File: src/hdl/lsd_fault_diag_regs.svh
// Register offsets, field positions, reset values and timing counts of the driver diagnosis block.
`ifndef LSD_FAULT_DIAG_REGS_SVH
`define LSD_FAULT_DIAG_REGS_SVH

`define LSD_CLK_PERIOD_NS    5
`define LSD_ADDR_CMD         8'h00
`define LSD_ADDR_CFG         8'h04
`define LSD_ADDR_DIAG        8'h08
`define LSD_ADDR_STAT        8'h0C
`define LSD_CFG_GDIS_BIT     0
`define LSD_CFG_LCOFF_BIT    1
`define LSD_CFG_HOLDA_BIT    2
`define LSD_CFG_HOLDB_BIT    3
`define LSD_CFG_RST          4'h0
`define LSD_STAT_HOLD_BIT    16
`define LSD_OVC_FILT_NS      4000
`define LSD_OFF_FILT_NS      50000
`define LSD_MASK_NS          300000
`define LSD_HOLD_MS          400
`define LSD_CYC_UP(ns)       (((ns) + `LSD_CLK_PERIOD_NS - 1) / `LSD_CLK_PERIOD_NS)
`define LSD_OVC_FILT_CYC     `LSD_CYC_UP(`LSD_OVC_FILT_NS)
`define LSD_OFF_FILT_CYC     `LSD_CYC_UP(`LSD_OFF_FILT_NS)
`define LSD_MASK_CYC         `LSD_CYC_UP(`LSD_MASK_NS)
`define LSD_HOLD_CYC         (`LSD_HOLD_MS * 1000000 / `LSD_CLK_PERIOD_NS)

`endif

File: src/hdl/lsd_pkg.sv
// Types shared by the driver diagnosis block.
package lsd_pkg;

  typedef enum logic [1:0]
  {
    lsd_code_scg = 2'b00,
    lsd_code_ol  = 2'b01,
    lsd_code_sgb = 2'b10,
    lsd_code_ok  = 2'b11
  } lsd_code_t;

  typedef enum logic [1:0]
  {
    lsd_hold_idle    = 2'b00,
    lsd_hold_run     = 2'b01,
    lsd_hold_expired = 2'b10
  } lsd_hold_t;

endpackage

File: src/hdl/lsd_fault_diag.sv
// Fault diagnosis and protection for protected low-side relay and low-current drivers.
//
// Local design decisions: the strobed register port and the register addresses.
`include "lsd_fault_diag_regs.svh"
`timescale 1ns/100ps
`default_nettype none

module lsd_fault_diag
#(
  parameter int unsigned NUM_CH   = 7,
  parameter int unsigned LC_CH    = 6,
  parameter int unsigned OFF_CYC  = `LSD_OFF_FILT_CYC,
  parameter int unsigned MASK_CYC = `LSD_MASK_CYC,
  parameter int unsigned HOLD_CYC = `LSD_HOLD_CYC
)
(
  input  wire logic              ref_clk,
  input  wire logic              reset_n,
  input  wire logic              clk_en,
  input  wire logic [7:0]        reg_addr,
  input  wire logic [31:0]       reg_wdata,
  input  wire logic              reg_wr,
  input  wire logic              reg_rd,
  output var  logic [31:0]       reg_rdata_r,
  input  wire logic [NUM_CH-1:0] ovc_cmp,
  input  wire logic [NUM_CH-1:0] below_gnd_thr,
  input  wire logic [NUM_CH-1:0] below_ol_thr,
  input  wire logic              device_reset_signal,
  input  wire logic              mcu_rst_n,
  input  wire logic              vb_low,
  output var  logic [NUM_CH-1:0] drv_on_r,
  output var  logic              lc_pull_en_r
);

  localparam int unsigned OVC_CYC = `LSD_OVC_FILT_CYC;
  localparam int unsigned OVC_W   = $clog2(OVC_CYC + 1);
  localparam int unsigned OFF_W   = $clog2(OFF_CYC + 1);
  localparam int unsigned MASK_W  = $clog2(MASK_CYC + 1);
  localparam int unsigned HOLD_W  = $clog2(HOLD_CYC + 1);
  localparam int unsigned SYN_W   = 3 * NUM_CH + 3;

  localparam logic [OVC_W-1:0]  OVC_LAST  = OVC_W'(OVC_CYC - 1);
  localparam logic [OFF_W-1:0]  OFF_LAST  = OFF_W'(OFF_CYC - 1);
  localparam logic [MASK_W-1:0] MASK_LOAD = MASK_W'(MASK_CYC);
  localparam logic [HOLD_W-1:0] HOLD_LAST = HOLD_W'(HOLD_CYC - 1);

  // Pin synchroniser: three stages, a change is accepted once stages two and three agree.
  logic [SYN_W-1:0] syn1_r;
  logic [SYN_W-1:0] syn2_r;
  logic [SYN_W-1:0] syn3_r;
  logic [SYN_W-1:0] pin_r;
  wire  [SYN_W-1:0] pin_raw = {vb_low, mcu_rst_n, device_reset_signal,
                               below_ol_thr, below_gnd_thr, ovc_cmp};
  wire  [SYN_W-1:0] pin_nxt = (syn2_r & syn3_r) | (pin_r & (syn2_r ^ syn3_r));

  always_ff @(posedge ref_clk or negedge reset_n)
  begin
    if (!reset_n)
    begin
      syn1_r <= '0;
      syn2_r <= '0;
      syn3_r <= '0;
      pin_r  <= '0;
    end
    else if (clk_en)
    begin
      syn1_r <= pin_raw;
      syn2_r <= syn1_r;
      syn3_r <= syn2_r;
      pin_r  <= pin_nxt;
    end
  end

  wire [NUM_CH-1:0] ovc_f     = pin_r[NUM_CH-1:0];
  wire [NUM_CH-1:0] low_f     = pin_r[2*NUM_CH-1:NUM_CH];
  wire [NUM_CH-1:0] high_f    = pin_r[3*NUM_CH-1:2*NUM_CH];
  wire              dev_rst_f = pin_r[3*NUM_CH];
  wire              mcu_rst_f = pin_r[3*NUM_CH+1];
  wire              vb_low_f  = pin_r[3*NUM_CH+2];

  // Register file.
  logic [NUM_CH-1:0] cmd_r;
  logic [3:0]        cfg_r;
  logic [1:0]        code_r [NUM_CH];

  wire sel_cmd  = (reg_addr == `LSD_ADDR_CMD);
  wire sel_cfg  = (reg_addr == `LSD_ADDR_CFG);
  wire sel_diag = (reg_addr == `LSD_ADDR_DIAG);
  wire sel_stat = (reg_addr == `LSD_ADDR_STAT);
  wire diag_rd  = reg_rd & sel_diag;
  wire gdis     = cfg_r[`LSD_CFG_GDIS_BIT];
  wire lcoff    = cfg_r[`LSD_CFG_LCOFF_BIT];
  wire force_off = gdis | dev_rst_f;

  logic [2*NUM_CH-1:0] codes_flat;
  always_comb
  begin
    codes_flat = '0;
    for (int k = 0; k < NUM_CH; k++)
    begin
      codes_flat[2*k +: 2] = code_r[k];
    end
  end

  // Low-battery hold of the two capable relay outputs.
  lsd_pkg::lsd_hold_t hold_st_r;
  lsd_pkg::lsd_hold_t hold_st_nxt;
  logic [HOLD_W-1:0]  hold_cnt_r;
  logic [1:0]         hold_keep_r;
  logic               mcu_rst_prev_r;

  wire       rst_fall = mcu_rst_prev_r & ~mcu_rst_f;
  wire [1:0] keep_cap = {cfg_r[`LSD_CFG_HOLDB_BIT] & drv_on_r[1],
                         cfg_r[`LSD_CFG_HOLDA_BIT] & drv_on_r[0]};
  wire       hold_on  = (hold_st_r == lsd_pkg::lsd_hold_run);
  wire       hold_act = (hold_st_r != lsd_pkg::lsd_hold_idle);
  // Taking over on the trigger cycle itself keeps the relay from dropping for one cycle.
  wire       hold_go  = (hold_st_r == lsd_pkg::lsd_hold_idle) & rst_fall & vb_low_f;
  wire [NUM_CH-1:0] held = {{(NUM_CH-2){1'b0}},
                            (hold_keep_r & {2{hold_act}}) | (keep_cap & {2{hold_go}})};

  always_comb
  begin
    hold_st_nxt = hold_st_r;
    unique case (hold_st_r)
      lsd_pkg::lsd_hold_idle:
      begin
        if (rst_fall && vb_low_f && (keep_cap != 2'b00))
        begin
          hold_st_nxt = lsd_pkg::lsd_hold_run;
        end
      end
      lsd_pkg::lsd_hold_run:
      begin
        if (mcu_rst_f)
        begin
          hold_st_nxt = lsd_pkg::lsd_hold_idle;
        end
        else if (hold_cnt_r == HOLD_LAST)
        begin
          hold_st_nxt = lsd_pkg::lsd_hold_expired;
        end
      end
      lsd_pkg::lsd_hold_expired:
      begin
        if (mcu_rst_f)
        begin
          hold_st_nxt = lsd_pkg::lsd_hold_idle;
        end
      end
      default:
      begin
        hold_st_nxt = lsd_pkg::lsd_hold_idle;
      end
    endcase
  end

  always_ff @(posedge ref_clk or negedge reset_n)
  begin
    if (!reset_n)
    begin
      hold_st_r      <= lsd_pkg::lsd_hold_idle;
      hold_cnt_r     <= '0;
      hold_keep_r    <= 2'h0;
      mcu_rst_prev_r <= 1'b0;
    end
    else if (clk_en)
    begin
      hold_st_r      <= hold_st_nxt;
      mcu_rst_prev_r <= mcu_rst_f;
      hold_cnt_r     <= hold_on ? hold_cnt_r + HOLD_W'(1) : '0;
      if (hold_st_r == lsd_pkg::lsd_hold_idle)
      begin
        hold_keep_r <= keep_cap;
      end
    end
  end

  // Per-channel protection and diagnosis.
  logic [NUM_CH-1:0] drv_nxt;
  logic [NUM_CH-1:0] trip_r;
  logic [OVC_W-1:0]  ovc_cnt_r  [NUM_CH];
  logic [OFF_W-1:0]  off_cnt_r  [NUM_CH];
  logic [MASK_W-1:0] mask_cnt_r [NUM_CH];
  logic [1:0]        cls_r      [NUM_CH];

  for (genvar i = 0; i < NUM_CH; i++)
  begin : g_ch
    wire       on_cmd   = cmd_r[i] & ~force_off;
    wire       ovc_act  = drv_on_r[i] & ovc_f[i];
    wire       ovc_hit  = ovc_act & (ovc_cnt_r[i] == OVC_LAST);
    wire       trip_nxt = ovc_hit | (trip_r[i] & on_cmd & ~diag_rd);
    wire       lc_dis   = (i == LC_CH) & lcoff;
    wire       off_act  = ~on_cmd & ~drv_on_r[i] & (mask_cnt_r[i] == '0) & ~lc_dis;
    wire [1:0] cls      = low_f[i]  ? lsd_pkg::lsd_code_scg :
                          high_f[i] ? lsd_pkg::lsd_code_ol  :
                                      lsd_pkg::lsd_code_ok;
    wire       off_bad  = off_act & (cls != lsd_pkg::lsd_code_ok);
    wire       same_cls = (cls == cls_r[i]);
    wire       off_hit  = off_bad & same_cls & (off_cnt_r[i] == OFF_LAST);
    wire       first    = (code_r[i] == lsd_pkg::lsd_code_ok) | diag_rd;

    assign drv_nxt[i] = held[i] ? (hold_on | hold_go) : (on_cmd & ~trip_nxt);

    always_ff @(posedge ref_clk or negedge reset_n)
    begin
      if (!reset_n)
      begin
        trip_r[i]     <= 1'b0;
        ovc_cnt_r[i]  <= '0;
        off_cnt_r[i]  <= '0;
        mask_cnt_r[i] <= '0;
        cls_r[i]      <= lsd_pkg::lsd_code_ok;
        code_r[i]     <= lsd_pkg::lsd_code_ok;
      end
      else if (clk_en)
      begin
        trip_r[i] <= trip_nxt;
        cls_r[i]  <= cls;
        // Filters restart as soon as the watched condition drops or changes class.
        ovc_cnt_r[i] <= (ovc_act && !ovc_hit) ? ovc_cnt_r[i] + OVC_W'(1) : '0;
        if (!off_bad || !same_cls)
        begin
          off_cnt_r[i] <= '0;
        end
        else if (off_cnt_r[i] != OFF_LAST)
        begin
          off_cnt_r[i] <= off_cnt_r[i] + OFF_W'(1);
        end
        if (drv_on_r[i] && !drv_nxt[i])
        begin
          mask_cnt_r[i] <= MASK_LOAD;
        end
        else if (mask_cnt_r[i] != '0)
        begin
          mask_cnt_r[i] <= mask_cnt_r[i] - MASK_W'(1);
        end
        // A new fault wins over a read-diagnosis clear in the same cycle.
        if (ovc_hit)
        begin
          code_r[i] <= lsd_pkg::lsd_code_sgb;
        end
        else if (off_hit && first)
        begin
          code_r[i] <= cls;
        end
        else if (diag_rd)
        begin
          code_r[i] <= lsd_pkg::lsd_code_ok;
        end
      end
    end
  end

  // Register writes, read data and driver outputs.
  wire [31:0] rd_mux =
    sel_cmd  ? 32'(cmd_r) :
    sel_cfg  ? 32'(cfg_r) :
    sel_diag ? 32'(codes_flat) :
    sel_stat ? (32'(drv_on_r) | (32'(hold_act) << `LSD_STAT_HOLD_BIT)) :
               32'h0000_0000;

  always_ff @(posedge ref_clk or negedge reset_n)
  begin
    if (!reset_n)
    begin
      cmd_r        <= '0;
      cfg_r        <= `LSD_CFG_RST;
      reg_rdata_r  <= 32'h0000_0000;
      drv_on_r     <= '0;
      lc_pull_en_r <= 1'b0;
    end
    else if (clk_en)
    begin
      if (reg_wr && sel_cmd)
      begin
        cmd_r <= reg_wdata[NUM_CH-1:0];
      end
      if (reg_wr && sel_cfg)
      begin
        cfg_r <= reg_wdata[3:0];
      end
      reg_rdata_r  <= reg_rd ? rd_mux : 32'h0000_0000;
      drv_on_r     <= drv_nxt;
      lc_pull_en_r <= ~lcoff;
    end
  end

endmodule

`default_nettype wire

File: config.mk
export PLATFORM = sky130hd
export DESIGN_NAME = lsd_fault_diag
export DESIGN_NICKNAME = d
export VERILOG_FILES = /design/src/hdl/lsd_pkg.sv /design/src/hdl/lsd_fault_diag.sv
export VERILOG_INCLUDE_DIRS = /design/src /design/src/hdl
export SDC_FILE = /design/constraint.sdc
export NUM_CORES = 1
export LEC_CHECK = 0
export ABC_AREA = 1
export BUFFER_PORTS_ARGS = -buffer_cell sky130_fd_sc_hd__buf_2
export CAP_MARGIN = 0
export CORE_MARGIN = 8
export CORE_UTILIZATION = 30
export DETAILED_ROUTE_END_ITERATION = 8
export HOLD_SLACK_MARGIN = 0.1
export PLACE_DENSITY = 0.53
export SYNTH_ARGS = -nofsm -noshare
export SYNTH_HDL_FRONTEND = slang
export SYNTH_SLANG_ARGS = --single-unit
File: constraint.sdc
create_clock -name ref_clk -period 2.5 [get_ports ref_clk]
set_clock_uncertainty 0.05 [all_clocks]
set_input_delay 0.125 -clock ref_clk [delete_from_list [all_inputs] [get_ports ref_clk]]
set_output_delay 0.125 -clock ref_clk [all_outputs]
set_load 0.02 [all_outputs]
==> qor.csv <==
stage,metric,value,unit
setup_path,Critical Path AT,2800,ps
sta,Sum Neg Setup Slack,0,ps
routing,final WL,68800,um
clocking,clock buffer depth,3,
clocking,CTS tree,done,
setup_path,slowest library cell on the worst path,dlygate4sd3_1,
worst_hold_path,beginning of the worst hold path,reg_addr[1],
grt,vias in the first global route,22300,
routing,post-route ant nets,0,
place,global placement routability congestion,0.840,
setup_path,reg2reg start,hold_st_r[0],
synth,"Primary FF master, synth",dfrtp_1,
pwr,pwr/cell area,782,nW/um2
layout,fin util,0.350,
clocking,H-tree level count,2,
sta,Slew Limit Fails,0,
sta,Slew @ Worst Pin,809,ps
grt,first-pass GRT wire length,116000,um
die,die area,102000,um2
routing,Routed WL per cell,13.7,um
sta,Peak Freq,0.428,GHz
pwr,Lkg Pwr,15.4,nW
synth,post-synth cell types,61,
die,# IOs,109,
setup_path,crit end category,register,
place,IO Port Bufs,66,
setup_path,largest stage delay on the critical path,560,ps
outcome,status,"finished, final reports clean",
layout,multi-input combinational cell area,13800,um2
grt,total gr overflow,0,
setup_path,startpoint class of the critical path,input port,
setup_path,most frequent CP cell,dlygate4sd3_1,
clocking,worst-skew pair later-pin latency,630,ps
clocking,Root Buffer,clkbuf_16,
die,# rows,111,
layout,Layout area overhead,15.7,%
synth,"Avg Cell Area, Syn",7.62,um2
synth,Mapped Cells,3638,
sta,unrepaired setup endpoints after global routing,false,
setup_path,CP Cell Sequence,"dlygate4sd3_1, buf_2, inv_2, nand4_1, inv_2, nand3_4, buf_6, nor2_1, dlygate4sd3_1, a21oi_1, dlygate4sd3_1",
synth,"FF+latch count, synth",477,
pwr,Pwr Total,25.1,mW
setup_path,critical path's top delay family,buffers and inverters,
worst_hold_path,hold path cells,7,
synth,ys async rst share,1.00,
routing,DR DRC count,0,
place,Post-DP HPWL,48800,um
flow_run,maxcap violations,0,
grt,antenna violations before repair,3,
layout,Nets,3900,
layout,share of cells above drive strength 1,0.106,
synth,post-synthesis sequential area ratio,0.432,
routing,First-pass DRT Iterations,7,
sta,Slew headroom,0.459,
sta,hold slack,161,ps
setup_path,RR Endpoint,hold_cnt_r[18],
synth,synth warn,0,
setup_path,r2r worst-path depth,6,
routing,vias per inst,4.63,
worst_hold_path,HP Class,input port to register,
clocking,clock sink count,477,
synth,Synth Cell Area,27700,um2
synth,"EDFF count, synth",0,
sta,"Period Utilization, post-route",0.935,
sta,final hold vios,0,
die,Starting Density,0.302,
grt,largest net degree at the start of global routing,73,
pwr,Max VDD drop,0.600,mV
setup_path,reg2reg setup slack,290,ps
die,Die H,320,um
setup_path,Critical Path RT,2970,ps
layout,number of fillers in the final layout,9629,
clocking,"Reg clk slew, reported paths",60,ps
routing,vias,23200,
grt,GRT Overall Usage,0.134,
setup_path,CP Buf/Inv Count,7,
setup_path,crit path max fanout,10,
die,core area,91700,um2
worst_hold_path,Hold Crit Endpoint,reg_rdata_r[3],
die,Die Wd,320,um
setup_path,CP Class,input port to register,
sta,# setup viols final,0,
routing,DRT iter0 DRCs,1413,
clocking,CTS buffer count,56,
layout,Reg area,12000,um2
sta,Tmin final,2340,ps
[registers in the layout (all words and copies together) (netlist names), 4 cells and up]
signal / count
cls_r: 14
ovc_cnt_r: 70
drv_on_r: 7
hold_cnt_r: 27
trip_r: 7
code_r: 14
mask_cnt_r: 112
off_cnt_r: 98
reg_rdata_r: 15
syn2_r: 24
syn3_r: 24
cfg_r: 4
cmd_r: 7
syn1_r: 24
pin_r: 24
[where the power goes]
group | internal (mW) | total [mW] | leakage, nW | switching [mW]
registers | 8.81 | 9.97 | 6.27 | 1.16
logic | 2.28 | 6.14 | 8.16 | 3.86
clock network | 5.50 | 8.96 | 0.987 | 3.47
[layout by cell type, fill, tap and decap left out, drive strengths merged, types with 2 or more instances in the layout]
master / instances
xor2: 155
a31oi: 18
o21ai: 187
o41ai: 2
inv: 354
nand3b: 17
dfrtp: 449
clkbuf: 72
a22o: 7
nor2: 409
dfstp: 28
xnor2: 33
a21oi: 60
bufinv: 10
clkinv: 27
nor4: 9
buf: 123
conb: 17
mux2: 2
nor3b: 10
nand4: 131
a211oi: 7
or2: 7
nand3: 243
clkinvlp: 6
and2: 3
nor3: 122
and3: 5
o21a: 8
dlygate4sd3: 53
o22ai: 9
nand2: 1180
ha: 53
o21bai: 3
[through the flow]
step	instances	worst slack (ps)	cell area (um2)
detailed placement	4850	257	29400
finish	5011	164	32100
CTS	5008	9.43	32000
floorplan	3654	722	27800
global placement	4850	270	29400
global route	5010	26.9	32100
[cells in the mapped netlist (4+ instances only)]
cell type | count | share of area
a211oi_1 | 7 | 0.0019
nor3b_1 | 9 | 0.0024
buf_4 | 27 | 0.0073
nor3_2 | 5 | 0.0018
nand4_2 | 5 | 0.0023
nor2_1 | 386 | 0.052
dfstp_2 | 28 | 0.027
a21oi_1 | 56 | 0.010
nor4_1 | 8 | 0.0018
buf_1 | 4 | 0.00054
inv_2 | 30 | 0.0041
nand3_4 | 11 | 0.0070
nand2_8 | 7 | 0.0051
xnor2_1 | 33 | 0.010
nor2_2 | 15 | 0.0034
nand4_1 | 126 | 0.028
buf_6 | 9 | 0.0037
and3_1 | 5 | 0.0011
o21ai_1 | 67 | 0.012
o21a_1 | 8 | 0.0022
o22ai_1 | 9 | 0.0020
clkinv_1 | 14 | 0.0019
clkbuf_1 | 28 | 0.0038
a22o_1 | 7 | 0.0022
dfrtp_1 | 449 | 0.41
buf_2 | 38 | 0.0069
nand3_1 | 226 | 0.041
nand2_4 | 12 | 0.0049
inv_1 | 321 | 0.043
nand2_2 | 39 | 0.0088
nand3b_1 | 16 | 0.0043
nor3_4 | 4 | 0.0023
ha_1 | 53 | 0.024
xor2_1 | 155 | 0.049
a31oi_1 | 18 | 0.0041
or2_0 | 4 | 0.00090
nor2_4 | 7 | 0.0028
nor3_1 | 113 | 0.020
o21ai_0 | 120 | 0.022
nand3_2 | 6 | 0.0022
nand2_1 | 1122 | 0.15
[metal layers]
metal / wire (um) / global-route usage / share of wire / vias up
li1: - / - / - / 12000
met1: 36400 / 0.201 / 0.53 / 10800
met2: 28600 / 0.200 / 0.42 / 315
met3: 2570 / 0.0193 / 0.037 / 72
met4: 1260 / 0.0332 / 0.018 / 0
met5: 0 / 0 / 0 / -
[worst max-delay path by stage]
stage / from / end / slack [ps] / cells after the start
global route: reg_addr[3] / cmd_r[6] / 30 / 11
CTS: reg_addr[3] / cmd_r[6] / 9 / 11
detailed placement: hold_st_r[0] / hold_cnt_r[18] / 260 / 6
floorplan: mask_cnt_r[0] / off_cnt_r[5] / 720 / 10
global placement: hold_st_r[0] / hold_cnt_r[18] / 270 / 6
finish: reg_addr[3] / cmd_r[6] / 160 / 11
[worst register-to-register path, stage by stage, from the launching register on]
cell and delay [ps]:
dfrtp_1 420, inv_1 100, nor2_2 70, nor2_1 630, inv_1 460, o21ai_0 240, a22oi_1 130
[cell type report]
cell class                 count  share of cell area
clock buffer                  72              0.0494
multi-input combinational   2702               0.429
tap                         1186              0.0463
sequential                   477               0.373
timing repair buffer         176              0.0448
inverter                     365              0.0429
clock inverter                32              0.0139
antenna                        1           0.0000781
[repair_timing]
action / in CTS / in global routing
endpoints found under the setup margin: 0 / 3
setup buffers: 0 / 2
endpoints found under the hold margin: 647 / 0
gates resized for setup: 0 / 5
hold buffers: 54 / 0
[logic make-up after synthesis]
logic type	Yosys count	synth area share
XOR/XNOR	188	0.0594
AO/OA/AOI/OAI	306	0.0608
adder cells (fa/ha/maj)	53	0.0239
buffers and inverters	475	0.0743
multiplexers	2	0.000813
AND/OR/NAND/NOR	2136	0.349
other	1	0.000135
flip-flops	477	0.432
Note: power is estimated with default switching activity, not from simulation.
